$ cat config.mk
export PLATFORM = sky130hd
export DESIGN_NAME = dpr_core
export DESIGN_NICKNAME = d
export VERILOG_FILES = /design/src/dpr_pkg.sv /design/src/dpr_core.sv /design/src/dpr_bank.sv
export SDC_FILE = /design/constraint.sdc
export NUM_CORES = 1
export LEC_CHECK = 0
export BUFFER_PORTS_ARGS = -buffer_cell sky130_fd_sc_hd__buf_2
export CORE_MARGIN = 2
export CORE_UTILIZATION = 60
export DETAILED_ROUTE_END_ITERATION = 10
export GPL_ROUTABILITY_DRIVEN = 0
export GPL_TIMING_DRIVEN = 1
export PLACE_DENSITY = 0.88
export SLEW_MARGIN = 20
export SYNTH_ARGS = -nofsm -noshare
export SYNTH_HDL_FRONTEND = slang
export SYNTH_HIERARCHICAL = 1
export SYNTH_SLANG_ARGS = --single-unit
export TNS_END_PERCENT = 5
$ cat constraint.sdc
create_clock -name i_ref_clk -period 4.4 [get_ports i_ref_clk]
set_clock_uncertainty 0.2 [all_clocks]
set_input_delay 0.66 -clock i_ref_clk [delete_from_list [all_inputs] [get_ports i_ref_clk]]
set_output_delay 0.66 -clock i_ref_clk [all_outputs]
set_load 0.01 [all_outputs]
$ cat src/dpr_pkg.sv
// Constants shared by the command decoder and the per-bank tracker.
// Assumes a single 100 MHz command clock; all times are converted here.
package dpr_pkg;

  // ****************************************
  // Clock and timing
  // ****************************************
  localparam int T_CK_PS      = 10000;
  localparam int T_WR_PS      = 15000;
  localparam int T_RP_PS      = 18000;
  localparam int T_RTP_PS     = 7500;
  localparam int T_RFC_PS     = 130000;
  localparam int T_REFI_PS    = 3900000;
  // Least times round up, the refresh interval is a longest time and rounds down
  localparam int WR_CYC       = (T_WR_PS + T_CK_PS - 1) / T_CK_PS;
  localparam int RP_CYC       = (T_RP_PS + T_CK_PS - 1) / T_CK_PS;
  localparam int RTP_CYC      = (T_RTP_PS + T_CK_PS - 1) / T_CK_PS;
  localparam int RFC_CYC      = (T_RFC_PS + T_CK_PS - 1) / T_CK_PS;
  localparam int REFI_CYC     = T_REFI_PS / T_CK_PS;
  localparam int CKE_CYC      = 3;
  localparam int MRR_CYC      = 2;
  localparam int MRW_CYC      = 5;
  localparam int BL_DEF       = 8;
  localparam int WL_DEF       = 2;
  localparam int RL_DEF       = 4;

  // ****************************************
  // Command bus encodings, CA0 is bit 0
  // ****************************************
  localparam logic [3:0] CMD_MRW    = 4'h0;
  localparam logic [3:0] CMD_MRR    = 4'h8;
  localparam logic [3:0] CMD_BST    = 4'h3;
  localparam logic [3:0] CMD_PRE    = 4'hB;
  localparam logic [2:0] CMD_REF    = 3'h4;
  localparam logic [2:0] CMD_WR     = 3'h1;
  localparam logic [2:0] CMD_RD     = 3'h5;
  localparam logic [1:0] CMD_ACT    = 2'h2;

  // ****************************************
  // Field positions
  // ****************************************
  localparam int REF_ALL_BIT  = 3;
  localparam int PRE_ALL_BIT  = 4;
  localparam int BANK_LSB     = 7;
  localparam int AP_BIT       = 0;
  localparam int MRA_R_LSB    = 4;
  localparam int OP_LSB       = 3;
  localparam int NUM_BANKS    = 8;
  localparam int MR_DEPTH     = 16;
  localparam logic [7:0] MR_RESET_ADDR = 8'h3F;
  localparam logic [7:0] MR_RESET_VAL  = 8'h00;

  typedef enum logic [0:0] {
    DPR_ACTIVE,
    DPR_SELF
  } dpr_state_e;

endpackage

$ cat src/dpr_core.sv
// Command decoder for precharge, burst terminate, refresh, self-refresh and
// mode register access, with eight per-bank trackers.
// Assumes CS, CKE and CA arrive synchronous to i_ref_clk; the falling-edge
// half of CA is presented on i_ca_f in the same cycle as i_ca_r.
`timescale 1ns/1ps
module dpr_core
  import dpr_pkg::*;
#(
  parameter int BL = BL_DEF,
  parameter int WL = WL_DEF,
  parameter int RL = RL_DEF
) (
  // Clock and reset
  input  wire logic                 i_ref_clk,
  input  wire logic                 i_rstn,
  // Command pins
  input  wire logic                 i_cke,
  input  wire logic                 i_cs_n,
  input  wire logic [9:0]           i_ca_r,
  input  wire logic [9:0]           i_ca_f,
  // Bank status
  output logic [NUM_BANKS-1:0]      o_bank_open,
  output logic [NUM_BANKS-1:0]      o_bank_ap_pend,
  output logic [NUM_BANKS-1:0]      o_bank_pre_start,
  output logic [NUM_BANKS-1:0]      o_bank_rp_busy,
  // Burst terminate
  output logic                      o_burst_cut,
  output logic [5:0]                o_eff_bl,
  // Refresh
  output logic                      o_refresh,
  output logic                      o_refresh_all,
  output logic [13:0]               o_ref_row,
  output logic                      o_self_ref,
  // Mode registers
  output logic                      o_mrr_valid,
  output logic [7:0]                o_mrr_data,
  output logic                      o_mr_reset
);

  // ****************************************
  // Command decode
  // ****************************************
  dpr_state_e state_reg, state_next;
  logic       cke_prev_reg;
  logic [2:0] hold_reg, hold_next;
  logic [9:0] sr_cnt_reg, sr_cnt_next;
  logic [3:0] sr_min_reg, sr_min_next;
  logic [7:0] rfc_reg, rfc_next;
  logic [13:0] ref_row_next;
  logic [4:0] since_reg, since_next;
  logic       last_rd_reg, last_rd_next, live_reg, live_next;
  logic [3:0] cut_reg, cut_next;
  logic [5:0] eff_bl_next;
  logic [3:0] mrr_cnt_reg, mrr_cnt_next;
  logic [7:0] mrr_addr_reg, mrr_addr_next;
  logic       mrr_valid_next, refresh_next, refresh_all_next, mr_reset_next;
  logic [7:0] mrr_data_next;
  logic [7:0] mr_reg [MR_DEPTH];
  logic [7:0] mr_next [MR_DEPTH];

  logic       cmd_ok, all_idle;
  logic [7:0] mr_addr;
  logic [2:0] bank;
  logic       is_act, is_rd, is_wr, is_pre, is_pre_all, ap;

  // NOP and deselect match none of these, so running work goes on
  assign cmd_ok   = (state_reg == DPR_ACTIVE) && cke_prev_reg && i_cke && !i_cs_n
                    && hold_reg == 3'h0;
  assign all_idle = (o_bank_open == '0) && (o_bank_rp_busy == '0);
  assign mr_addr  = {i_ca_f[1:0], i_ca_r[9:MRA_R_LSB]};
  assign bank     = i_ca_r[BANK_LSB+2:BANK_LSB];
  assign ap       = i_ca_f[AP_BIT];
  assign is_act   = cmd_ok && i_ca_r[1:0] == CMD_ACT;
  assign is_rd    = cmd_ok && i_ca_r[2:0] == CMD_RD;
  assign is_wr    = cmd_ok && i_ca_r[2:0] == CMD_WR;
  assign is_pre   = cmd_ok && i_ca_r[3:0] == CMD_PRE;
  assign is_pre_all = is_pre && i_ca_r[PRE_ALL_BIT];

  always_comb begin
    state_next       = state_reg;
    hold_next        = (hold_reg != 3'h0) ? hold_reg - 3'h1 : hold_reg;
    sr_cnt_next      = sr_cnt_reg;
    sr_min_next      = (sr_min_reg != 4'h0) ? sr_min_reg - 4'h1 : sr_min_reg;
    rfc_next         = (rfc_reg != 8'h00) ? rfc_reg - 8'h01 : rfc_reg;
    ref_row_next     = o_ref_row;
    since_next       = (since_reg != 5'h1F) ? since_reg + 5'h01 : since_reg;
    last_rd_next     = last_rd_reg;
    live_next        = live_reg;
    cut_next         = (cut_reg != 4'h0) ? cut_reg - 4'h1 : cut_reg;
    eff_bl_next      = o_eff_bl;
    mrr_cnt_next     = (mrr_cnt_reg != 4'h0) ? mrr_cnt_reg - 4'h1 : mrr_cnt_reg;
    mrr_addr_next    = mrr_addr_reg;
    mrr_valid_next   = 1'b0;
    mrr_data_next    = 8'h00;
    refresh_next     = 1'b0;
    refresh_all_next = 1'b0;
    mr_reset_next    = 1'b0;
    for (int k = 0; k < MR_DEPTH; k++) begin
      mr_next[k] = mr_reg[k];
    end
    // Burst stays live only for its nominal length
    if (since_reg >= 5'(BL / 2)) begin
      live_next = 1'b0;
    end
    // Mode register data leaves RL cycles after the read, first beat only
    if (mrr_cnt_reg == 4'h1) begin
      mrr_valid_next = 1'b1;
      mrr_data_next  = (mrr_addr_reg < 8'(MR_DEPTH)) ? mr_reg[mrr_addr_reg[3:0]] : 8'h00;
    end
    case (state_reg)
      DPR_ACTIVE: begin
        if (is_rd || is_wr) begin
          since_next   = 5'h01;
          last_rd_next = is_rd;
          live_next    = !ap;
        end
        if (cmd_ok && i_ca_r[3:0] == CMD_BST && live_reg && !since_reg[0]) begin
          // Only the latest burst is cut; odd spacing is not legal and ignored
          eff_bl_next = {since_reg, 1'b0};
          cut_next    = last_rd_reg ? 4'(RL) : 4'(WL);
          live_next   = 1'b0;
        end
        if (cmd_ok && i_ca_r[2:0] == CMD_REF && rfc_reg == 8'h00) begin
          refresh_next     = 1'b1;
          refresh_all_next = i_ca_r[REF_ALL_BIT];
          ref_row_next     = o_ref_row + 14'h0001;
          rfc_next         = 8'(RFC_CYC);
        end
        if (cmd_ok && i_ca_r[3:0] == CMD_MRR) begin
          mrr_addr_next = mr_addr;
          mrr_cnt_next  = 4'(RL);
          hold_next     = 3'(MRR_CYC - 1);
        end
        if (cmd_ok && i_ca_r[3:0] == CMD_MRW) begin
          hold_next = 3'(MRW_CYC - 1);
          if (mr_addr == MR_RESET_ADDR) begin
            mr_reset_next = 1'b1;
            for (int k = 0; k < MR_DEPTH; k++) begin
              mr_next[k] = MR_RESET_VAL;
            end
          end else if (mr_addr < 8'(MR_DEPTH)) begin
            mr_next[mr_addr[3:0]] = {1'b0, i_ca_f[9:OP_LSB]};
          end
        end
        if (cke_prev_reg && !i_cke && !i_cs_n && i_ca_r[2:0] == CMD_REF && all_idle
            && hold_reg == 3'h0) begin
          state_next  = DPR_SELF;
          sr_cnt_next = 10'h001;
          sr_min_next = 4'(CKE_CYC);
        end
      end
      DPR_SELF: begin
        // Only CKE is watched; own timer refreshes first on the next cycle
        sr_cnt_next = sr_cnt_reg - 10'h001;
        if (sr_cnt_reg == 10'h001) begin
          refresh_next     = 1'b1;
          refresh_all_next = 1'b1;
          ref_row_next     = o_ref_row + 14'h0001;
          sr_cnt_next      = 10'(REFI_CYC);
        end
        if (i_cke && sr_min_reg == 4'h0) begin
          state_next = DPR_ACTIVE;
          rfc_next   = 8'(RFC_CYC);
        end
      end
      default: begin
        state_next = DPR_ACTIVE;
      end
    endcase
  end

  always_ff @(posedge i_ref_clk or negedge i_rstn) begin
    if (!i_rstn) begin
      state_reg     <= DPR_ACTIVE;
      cke_prev_reg  <= 1'b0;
      hold_reg      <= 3'h0;
      sr_cnt_reg    <= 10'h000;
      sr_min_reg    <= 4'h0;
      rfc_reg       <= 8'h00;
      o_ref_row     <= 14'h0000;
      since_reg     <= 5'h1F;
      last_rd_reg   <= 1'b0;
      live_reg      <= 1'b0;
      cut_reg       <= 4'h0;
      o_eff_bl      <= 6'h00;
      mrr_cnt_reg   <= 4'h0;
      mrr_addr_reg  <= 8'h00;
      o_mrr_valid   <= 1'b0;
      o_mrr_data    <= 8'h00;
      o_refresh     <= 1'b0;
      o_refresh_all <= 1'b0;
      o_mr_reset    <= 1'b0;
      o_self_ref    <= 1'b0;
      o_burst_cut   <= 1'b0;
      for (int k = 0; k < MR_DEPTH; k++) begin
        mr_reg[k] <= MR_RESET_VAL;
      end
    end else begin
      state_reg     <= state_next;
      cke_prev_reg  <= i_cke;
      hold_reg      <= hold_next;
      sr_cnt_reg    <= sr_cnt_next;
      sr_min_reg    <= sr_min_next;
      rfc_reg       <= rfc_next;
      o_ref_row     <= ref_row_next;
      since_reg     <= since_next;
      last_rd_reg   <= last_rd_next;
      live_reg      <= live_next;
      cut_reg       <= cut_next;
      o_eff_bl      <= eff_bl_next;
      mrr_cnt_reg   <= mrr_cnt_next;
      mrr_addr_reg  <= mrr_addr_next;
      o_mrr_valid   <= mrr_valid_next;
      o_mrr_data    <= mrr_data_next;
      o_refresh     <= refresh_next;
      o_refresh_all <= refresh_all_next;
      o_mr_reset    <= mr_reset_next;
      o_self_ref    <= (state_next == DPR_SELF);
      o_burst_cut   <= (cut_reg == 4'h1);
      for (int k = 0; k < MR_DEPTH; k++) begin
        mr_reg[k] <= mr_next[k];
      end
    end
  end

  // ****************************************
  // Per-bank trackers
  // ****************************************
  localparam int AP_WR = WL + BL / 2 + WR_CYC;
  localparam int AP_RD = (BL / 2 > RTP_CYC) ? BL / 2 : RTP_CYC;

  for (genvar b = 0; b < NUM_BANKS; b++) begin : g_bank
    dpr_bank #(
      .AP_WR_DLY (AP_WR),
      .AP_RD_DLY (AP_RD),
      .RP_DLY    (RP_CYC)
    ) u_bank (
      .i_ref_clk    (i_ref_clk),
      .i_rstn       (i_rstn),
      .i_act        (is_act && bank == 3'(b)),
      .i_rd         (is_rd && bank == 3'(b)),
      .i_wr         (is_wr && bank == 3'(b)),
      .i_ap         (ap),
      .i_pre        (is_pre && (is_pre_all || bank == 3'(b))),
      .i_force_idle (mr_reset_next),
      .o_open       (o_bank_open[b]),
      .o_ap_pend    (o_bank_ap_pend[b]),
      .o_pre_start  (o_bank_pre_start[b]),
      .o_rp_busy    (o_bank_rp_busy[b])
    );
  end

endmodule

$ cat src/dpr_bank.sv
// One bank's open/idle state, pending auto precharge and precharge period.
// Assumes command strobes are single-cycle and already qualified by the decoder.
`timescale 1ns/1ps
module dpr_bank
  import dpr_pkg::*;
#(
  parameter int AP_WR_DLY = 8,
  parameter int AP_RD_DLY = 4,
  parameter int RP_DLY    = 2
) (
  // Clock and reset
  input  wire logic i_ref_clk,
  input  wire logic i_rstn,
  // Commands for this bank
  input  wire logic i_act,
  input  wire logic i_rd,
  input  wire logic i_wr,
  input  wire logic i_ap,
  input  wire logic i_pre,
  input  wire logic i_force_idle,
  // Bank status
  output logic      o_open,
  output logic      o_ap_pend,
  output logic      o_pre_start,
  output logic      o_rp_busy
);

  // ****************************************
  // Next state
  // ****************************************
  logic [7:0] ap_cnt_reg, ap_cnt_next;
  logic [7:0] rp_cnt_reg, rp_cnt_next;
  logic       open_next, ap_pend_next, pre_start_next;
  logic       start_pre;

  always_comb begin
    ap_cnt_next  = ap_cnt_reg;
    ap_pend_next = o_ap_pend;
    open_next    = o_open;
    rp_cnt_next  = (rp_cnt_reg != 8'h00) ? rp_cnt_reg - 8'h01 : rp_cnt_reg;
    // Auto precharge fires when its countdown expires
    start_pre    = i_pre || (o_ap_pend && ap_cnt_reg == 8'h01);
    if (o_ap_pend && ap_cnt_reg != 8'h00) begin
      ap_cnt_next = ap_cnt_reg - 8'h01;
    end
    if ((i_rd || i_wr) && i_ap) begin
      ap_pend_next = 1'b1;
      ap_cnt_next  = i_wr ? 8'(AP_WR_DLY) : 8'(AP_RD_DLY);
    end
    if (i_act) begin
      open_next = 1'b1;
    end
    if (start_pre) begin
      // Period restarts from the latest precharge that covered this bank
      open_next    = 1'b0;
      ap_pend_next = 1'b0;
      rp_cnt_next  = 8'(RP_DLY);
    end
    if (i_force_idle) begin
      open_next    = 1'b0;
      ap_pend_next = 1'b0;
    end
    pre_start_next = start_pre;
  end

  // ****************************************
  // Registers
  // ****************************************
  always_ff @(posedge i_ref_clk or negedge i_rstn) begin
    if (!i_rstn) begin
      ap_cnt_reg  <= 8'h00;
      rp_cnt_reg  <= 8'h00;
      o_open      <= 1'b0;
      o_ap_pend   <= 1'b0;
      o_pre_start <= 1'b0;
      o_rp_busy   <= 1'b0;
    end else begin
      ap_cnt_reg  <= ap_cnt_next;
      rp_cnt_reg  <= rp_cnt_next;
      o_open      <= open_next;
      o_ap_pend   <= ap_pend_next;
      o_pre_start <= pre_start_next;
      o_rp_busy   <= (rp_cnt_next != 8'h00);
    end
  end

endmodule

* Word-level counts from Yosys, hierarchy flattened
Index checks and enable logic that the tools add are counted.
Operators by class: add/subtract/negate cells 24, multiply operators 0, div/mod/pow operators 0, $lt $le $gt $ge 6, equality and inequality tests 30, shift operators 0, muxes and demuxes 141, bitwise logic cells 3, reduce and logical (&&, ||, !) cells 175
Operators by type and width (count):
- 8-bit 2-to-1 mux | 40
- 128-bit 2-to-1 mux | 2
- 8-bit nonzero test | 25
- 8-bit by 1-bit subtractor with 8-bit output (second input constant) | 17
- 128-bit bitwise mux | 1
- 1-bit logical AND | 80
- 4-bit 2-to-1 mux | 17
- 8-bit by 1-bit == test with 1-bit output (second input constant) | 8
- 1-bit 2-to-1 mux | 61
- 3-bit nonzero test | 17
- 8-bit binary-select mux with 4-bit select | 1
- 8-bit demux with 4-bit select | 1
- 14-bit 2-to-1 mux | 2
- 14-bit case mux with 2 select lines | 1
- 1-bit logical OR | 25
- 8-bit zero test | 3
- 10-bit 2-to-1 mux | 2
- 10-bit case mux with 2 select lines | 1
- 3-bit == test (second input constant) | 6
- 2-bit nonzero test | 9
- 8-bit by 5-bit less-than comparator with 1-bit output (second input constant) | 2
- 8-bit case mux with 2 select lines | 1
- 3-bit 2-to-1 mux | 5
- 5-bit 2-to-1 mux | 3
- 27 further kinds | 49
Storage, ports and cells: flip-flop bits (word level) 370, latch bits 0, bits in writable memories 0, bits in read-only memories 0, bits of input ports 24, output and inout bits 66, word-level logic and storage cells 463, memories kept 0

* Logic depth before layout (Yosys ltp)
word-level depth 12, mapped depth 12, gate-level depth less buffers 9

* Hierarchy
Netlist, hierarchy kept.
By module, submodules not included:
- dpr_core | times used 1, cells an instance 811, area each 9311.4 sq um
- dpr_bank | times used 8, cells an instance 109, area each 1073.5 sq um

* Worst setup path after synthesis
No wires, ideal clock.
path type input port to flip-flop, start point input i_ca_r[5], end point register g_bank[0].u_bank.o_ap_pend, setup time 0.178 ns, data arrival time 2.290 ns, slack 1.731 ns, stages 5, path buffers 1, path through buf_4 and4bb_2 nand3_1 nor3_1 nor3_1
On the way: word-level cells in the longest chain between the ends 5
Ends and longest elaborated chain:
- start, declared | RTL line dpr_core.sv:19 | input wire logic [9:0] i_ca_r,
- 8-bit by 6-bit == test with 1-bit output * | RTL line dpr_core.sv:136 | if (mr_addr == MR_RESET_ADDR) begin
- 1-bit 2-to-1 mux * | RTL line dpr_core.sv:136
- 1-bit 2-to-1 mux * | RTL line dpr_core.sv:134 | if (cmd_ok && i_ca_r[3:0] == CMD_MRW) begin
- 1-bit 2-to-1 mux * | RTL line dpr_core.sv:110 | case (state_reg)
- net mr_reset_next | RTL line dpr_core.sv:56 | logic mrr_valid_next, refresh_next, refresh_all_next, mr_reset_next;
- 3-bit nonzero test (no source line) / 1-bit 2-to-1 mux (equally long branches)
- end signal, assigned | RTL line dpr_bank.sv:81 | o_ap_pend <= ap_pend_next;
- end, declared | RTL line dpr_bank.sv:23 | output logic o_ap_pend,
The timed path passes the listed nets; every way through them passes the cells marked *. A chain may end at the register's enable or synchronous reset.

* Final worst setup path
start point register hold_reg[0], end point register g_bank[2].u_bank.rp_cnt_reg[6]
On the way: word-level cells in the longest chain between the ends 8
Ends and longest elaborated chain:
- start, declared | RTL line dpr_core.sv:45 | logic [2:0] hold_reg, hold_next;
- start signal, assigned | RTL line dpr_core.sv:201 | hold_reg <= hold_next;
- 3-bit zero test * | RTL line dpr_core.sv:68 | && hold_reg == 3'h0;
- 1-bit logical AND * | RTL line dpr_core.sv:68
- 1-bit logical AND * | RTL line dpr_core.sv:76 | assign is_pre = cmd_ok && i_ca_r[3:0] == CMD_PRE;
- 1-bit logical AND | RTL line dpr_core.sv:77 | assign is_pre_all = is_pre && i_ca_r[PRE_ALL_BIT];
- 1-bit logical OR | RTL line dpr_core.sv:244 | .i_pre (is_pre && (is_pre_all || bank == 3'(b))),
- 1-bit logical AND * | RTL line dpr_core.sv:244
- 1-bit logical OR * | RTL line dpr_bank.sv:42 | start_pre = i_pre || (o_ap_pend && ap_cnt_reg == 8'h01);
- 8-bit 2-to-1 mux * | RTL line dpr_bank.sv:53 | if (start_pre) begin
- net g_bank[2].u_bank.rp_cnt_next[6] | RTL line dpr_bank.sv:32 | logic [7:0] rp_cnt_reg, rp_cnt_next;
- end signal, assigned | RTL line dpr_bank.sv:79 | rp_cnt_reg <= rp_cnt_next;
- end, declared | RTL line dpr_bank.sv:32
Marked as above.

==> reports/results.tsv <==
stage	metric	value	unit
run_status	outcome	completed	
final_layout	max FFs per register	112	
logic_synthesis	EDFF count, synth	0	
global_routing	via count of the first global-routing pass	13960	
final_layout	commonest non-fill, non-tap cell in the layout	sky130_fd_sc_hd__dfrtp_1	
floorplan	Die Area	0.03123	mm^2
detailed_routing	average via count per standard cell	6.458	
critical_path	highest net fanout along the worst path	10	
global_routing	pin count of the biggest net entering global routing	95	
global_routing	grt ovf	0	
global_routing	gr usage total	27.72	%
logic_synthesis	average size of a mapped cell	10.64	um^2
sta	hold violation count in the final report	0	
logic_synthesis	FFs w/ async S/R, synth	100.0	%
floorplan	die width	176.7	um
detailed_routing	Routed Wire Length	43.10	mm
sta	RSZ-0062 raised after global routing	no	
critical_path	CP Data Required Time	4620	ps
cts	clock tree from TritonCTS	built	
floorplan	Die Height	176.7	um
logic_synthesis	FF+latch count, synth	354	
power_and_ir_drop	Tot Pwr	10.13	mW
final_layout	post-synthesis to final-layout area growth	11.76	%
flow_run	# Max-Cap Violations	0	
cts	Sinks on Clock Net	354	
detailed_routing	average wire per standard cell	19.66	um
detailed_routing	iteration-0 DRC count of the detailed router	1392	
detailed_routing	number of nets still failing antenna checks after routing	0	
power_and_ir_drop	proportion of power drawn by flip-flops and latches	44.7	%
detailed_routing	DRC violations left	0	
logic_synthesis	Post-synth top flop	sky130_fd_sc_hd__dfrtp_1	
floorplan	Row Count	63	
cts	CTS Buf Count	38	
place	standard cell area after detailed placement	0.01874	mm^2
power_and_ir_drop	NetSw	3.306	mW
place	number of port buffers	87	
sta	setup TNS	0	ps
cts	Clock Pin Slew Worst Setup and Hold Paths	60	ps
sta	max-slew violation total from the final report	0	
detailed_routing	total via count in the routed design	14160	
sta	least setup slack across all paths after layout	876.0	ps
detailed_routing	Detailed Routing Iterations Pass 1	5	
logic_synthesis	number of library cell types mapped by synthesis	71	
sta	worst slew slack as a fraction of its limit	27.71	%
hold_path	type of the tightest min-delay check	in2reg	
critical_path	CP Data Arrival Time	3740	ps
critical_path	type of the setup path with the least slack	reg2reg	
place	dpl ws	1098	ps
logic_synthesis	Seq/Total Area, Yosys	49.52	%
critical_path	kind of start point of the critical path	flip-flop	
global_routing	wire length of the first global-routing pass	70.26	mm
power_and_ir_drop	relative contribution of the clock network to total power	31.8	%
final_layout	design area	0.02001	mm^2
final_layout	most used cells in the layout excluding fill and tap cells	sky130_fd_sc_hd__dfrtp_1, sky130_fd_sc_hd__nor2_1, sky130_fd_sc_hd__nand2_1	
sta	endpoints failing setup	0	
floorplan	I/O pin total	90	
logic_synthesis	synthesis warning total	6	
power_and_ir_drop	leakage power figure	8.665	nW
place	post-DP HPWL	28.54	mm
cts	clk buf depth	3	
logic_synthesis	Mapped Area	0.01790	mm^2
sta	clock period minus final worst setup slack	3524	ps
power_and_ir_drop	fraction of power consumed by combinational cells	23.5	%
sta	Worst Max-Slew Pin Slew	1082	ps
power_and_ir_drop	pwr/cell area	506.1	mW/mm^2
power_and_ir_drop	VDD IR max	386.6	uV
floorplan	placeable core area	0.02948	mm^2
power_and_ir_drop	Cell Int Power	6.820	mW
cts	number of gates resized after CTS	0	
sta	ratio of final minimum period to clock period	80.09	%
cts	maximum level of the CTS H-tree	2	
power_and_ir_drop	switching share of total power	32.65	%
sta	fmax	283.8	MHz
logic_synthesis	synthesized instance count	1683	
final_layout	Antenna Diode Count	0	
final_layout	net count reported at finish	1851	
critical_path	element type at the critical path end	flip-flop	
global_routing	initial antenna violation count	0	
floorplan	initial core utilization	60.72	%
final_layout	fraction of final layout cells with drive strength greater than 1	15.48	%
cts	Root Driver	sky130_fd_sc_hd__clkbuf_16	
cts	latest clock arrival within the worst-skew pair	530	ps
[final timing paths]
kind	start	to	slack, ps	cells after the start
min in group asynchronous	i_rstn	o_ref_row[13]$_DFFE_PN0P_	530	2
hold reg to reg	cut_reg[2]$_DFF_PN0_	o_burst_cut$_DFF_PN0_	270	1
setup reg to reg	hold_reg[0]$_DFF_PN0_	g_bank[2].u_bank/rp_cnt_reg[6]$_DFF_PN0_	880	9
hold / removal	i_cke	cke_prev_reg$_DFF_PN0_	170	1
setup / recovery	hold_reg[0]$_DFF_PN0_	g_bank[2].u_bank/rp_cnt_reg[6]$_DFF_PN0_	880	9
max in group asynchronous	i_rstn	o_ref_row[1]$_DFFE_PN0P_	2360	4
[what timing repair did]
action	4_1_cts	5_1_grt
hold buffers	1	0
endpoints found under the hold margin	68	0
setup buffers	0	0
[metrics by stage]
| stage | utilization, % | hold slack [ps] | cells |
|---|---|---|---|
| after floorplan | - | 164.4 | 1684 |
| after detailed placement | 63.56 | 266.2 | 2122 |
| after CTS | 67.86 | 149.7 | 2192 |
| after global routing | 67.86 | 158.2 | 2192 |
| after global placement | 63.53 | 250.7 | 2122 |
| final | 67.86 | 174.3 | 2192 |
[routing by layer]
| layer | GRT usage (%) | vias to the layer above | routed length [um] |
|---|---|---|---|
| met3 | 6.057 | 122 | 3884 |
| met5 | 0 | - | 0 |
| met4 | 9.298 | 0 | 1338 |
| li1 | - | 6362 | - |
| met1 | 36.96 | 7036 | 17420 |
| met2 | 45.33 | 636 | 20450 |
[worst max-delay path: stages, from the launching register on]
cell and delay [ps]:
sky130_fd_sc_hd__dfrtp_1 370, sky130_fd_sc_hd__inv_1 130, sky130_fd_sc_hd__ha_1 220, sky130_fd_sc_hd__nor2b_1 550, sky130_fd_sc_hd__and3_1 360, sky130_fd_sc_hd__nand4b_1 540
sky130_fd_sc_hd__a21oi_1 380, sky130_fd_sc_hd__a41oi_1 180, sky130_fd_sc_hd__nand2b_1 300, sky130_fd_sc_hd__o21ba_2 190
[synth_stat cells (10+ instances only)]
cell	count	area, um^2
sky130_fd_sc_hd__mux2i_1	19	190.2
sky130_fd_sc_hd__o21ai_1	14	70.07
sky130_fd_sc_hd__nor4_1	42	262.8
sky130_fd_sc_hd__nand3_1	49	245.2
sky130_fd_sc_hd__or3_1	30	187.7
sky130_fd_sc_hd__buf_2	10	50.05
sky130_fd_sc_hd__o21a_1	17	127.6
sky130_fd_sc_hd__or3b_2	18	157.7
sky130_fd_sc_hd__nor2_1	170	638.1
sky130_fd_sc_hd__a22o_1	96	840.8
sky130_fd_sc_hd__inv_1	66	247.7
sky130_fd_sc_hd__nor2b_1	15	93.84
sky130_fd_sc_hd__xor2_1	38	332.8
sky130_fd_sc_hd__nor4b_1	19	166.4
sky130_fd_sc_hd__nand2_1	97	364.1
sky130_fd_sc_hd__dfrtp_1	349	8733
sky130_fd_sc_hd__a21oi_1	73	365.4
sky130_fd_sc_hd__xnor2_1	64	560.5
sky130_fd_sc_hd__buf_1	10	37.54
sky130_fd_sc_hd__o22ai_1	11	68.82
sky130_fd_sc_hd__nand2b_1	18	112.6
sky130_fd_sc_hd__nor3_1	58	290.3
sky130_fd_sc_hd__nor3b_1	13	97.59
sky130_fd_sc_hd__ha_1	54	675.7
sky130_fd_sc_hd__o21ai_0	52	260.3
sky130_fd_sc_hd__clkbuf_1	26	97.59
sky130_fd_sc_hd__or2_2	17	106.4
sky130_fd_sc_hd__and3_1	13	81.33
sky130_fd_sc_hd__or4_1	26	195.2
sky130_fd_sc_hd__nand3b_1	15	112.6
sky130_fd_sc_hd__o31ai_1	25	187.7
sky130_fd_sc_hd__or4_2	16	140.1
sky130_fd_sc_hd__mux4_2	28	630.6
[logic make-up after synthesis]
family / share of synthesized area (%)
compound gates: 13.29
xor+xnor: 4.991
fa+ha+maj: 3.775
buf+inv: 2.649
flops: 49.52
mux: 4.963
other cells: 0.02095
simple gates: 20.79
[area by class of cell]
| type | count | area, um^2 |
|---|---|---|
| timing repair buffer | 99 | 563.0 |
| clock buffer | 57 | 1124 |
| fill | 2087 | 9475 |
| inverter | 68 | 255.2 |
| multi-input combinational | 1212 | 8578 |
| sequential | 354 | 8865 |
| clock inverter | 12 | 132.6 |
| tap | 390 | 488.0 |
[power by group through the flow]
stage | logic [mW] | registers, mW | clock network (mW)
6_report | 2.38 | 4.53 | 3.22
5_1_grt | 2.68 | 4.62 | 3.40
4_1_cts | 2.38 | 4.51 | 3.26
3_3_place_gp | 2.18 | 4.50 | 0
2_1_floorplan | 1.85 | 4.39 | 0
3_5_place_dp | 2.35 | 4.55 | 0
Power figures use the tool's default switching activity.
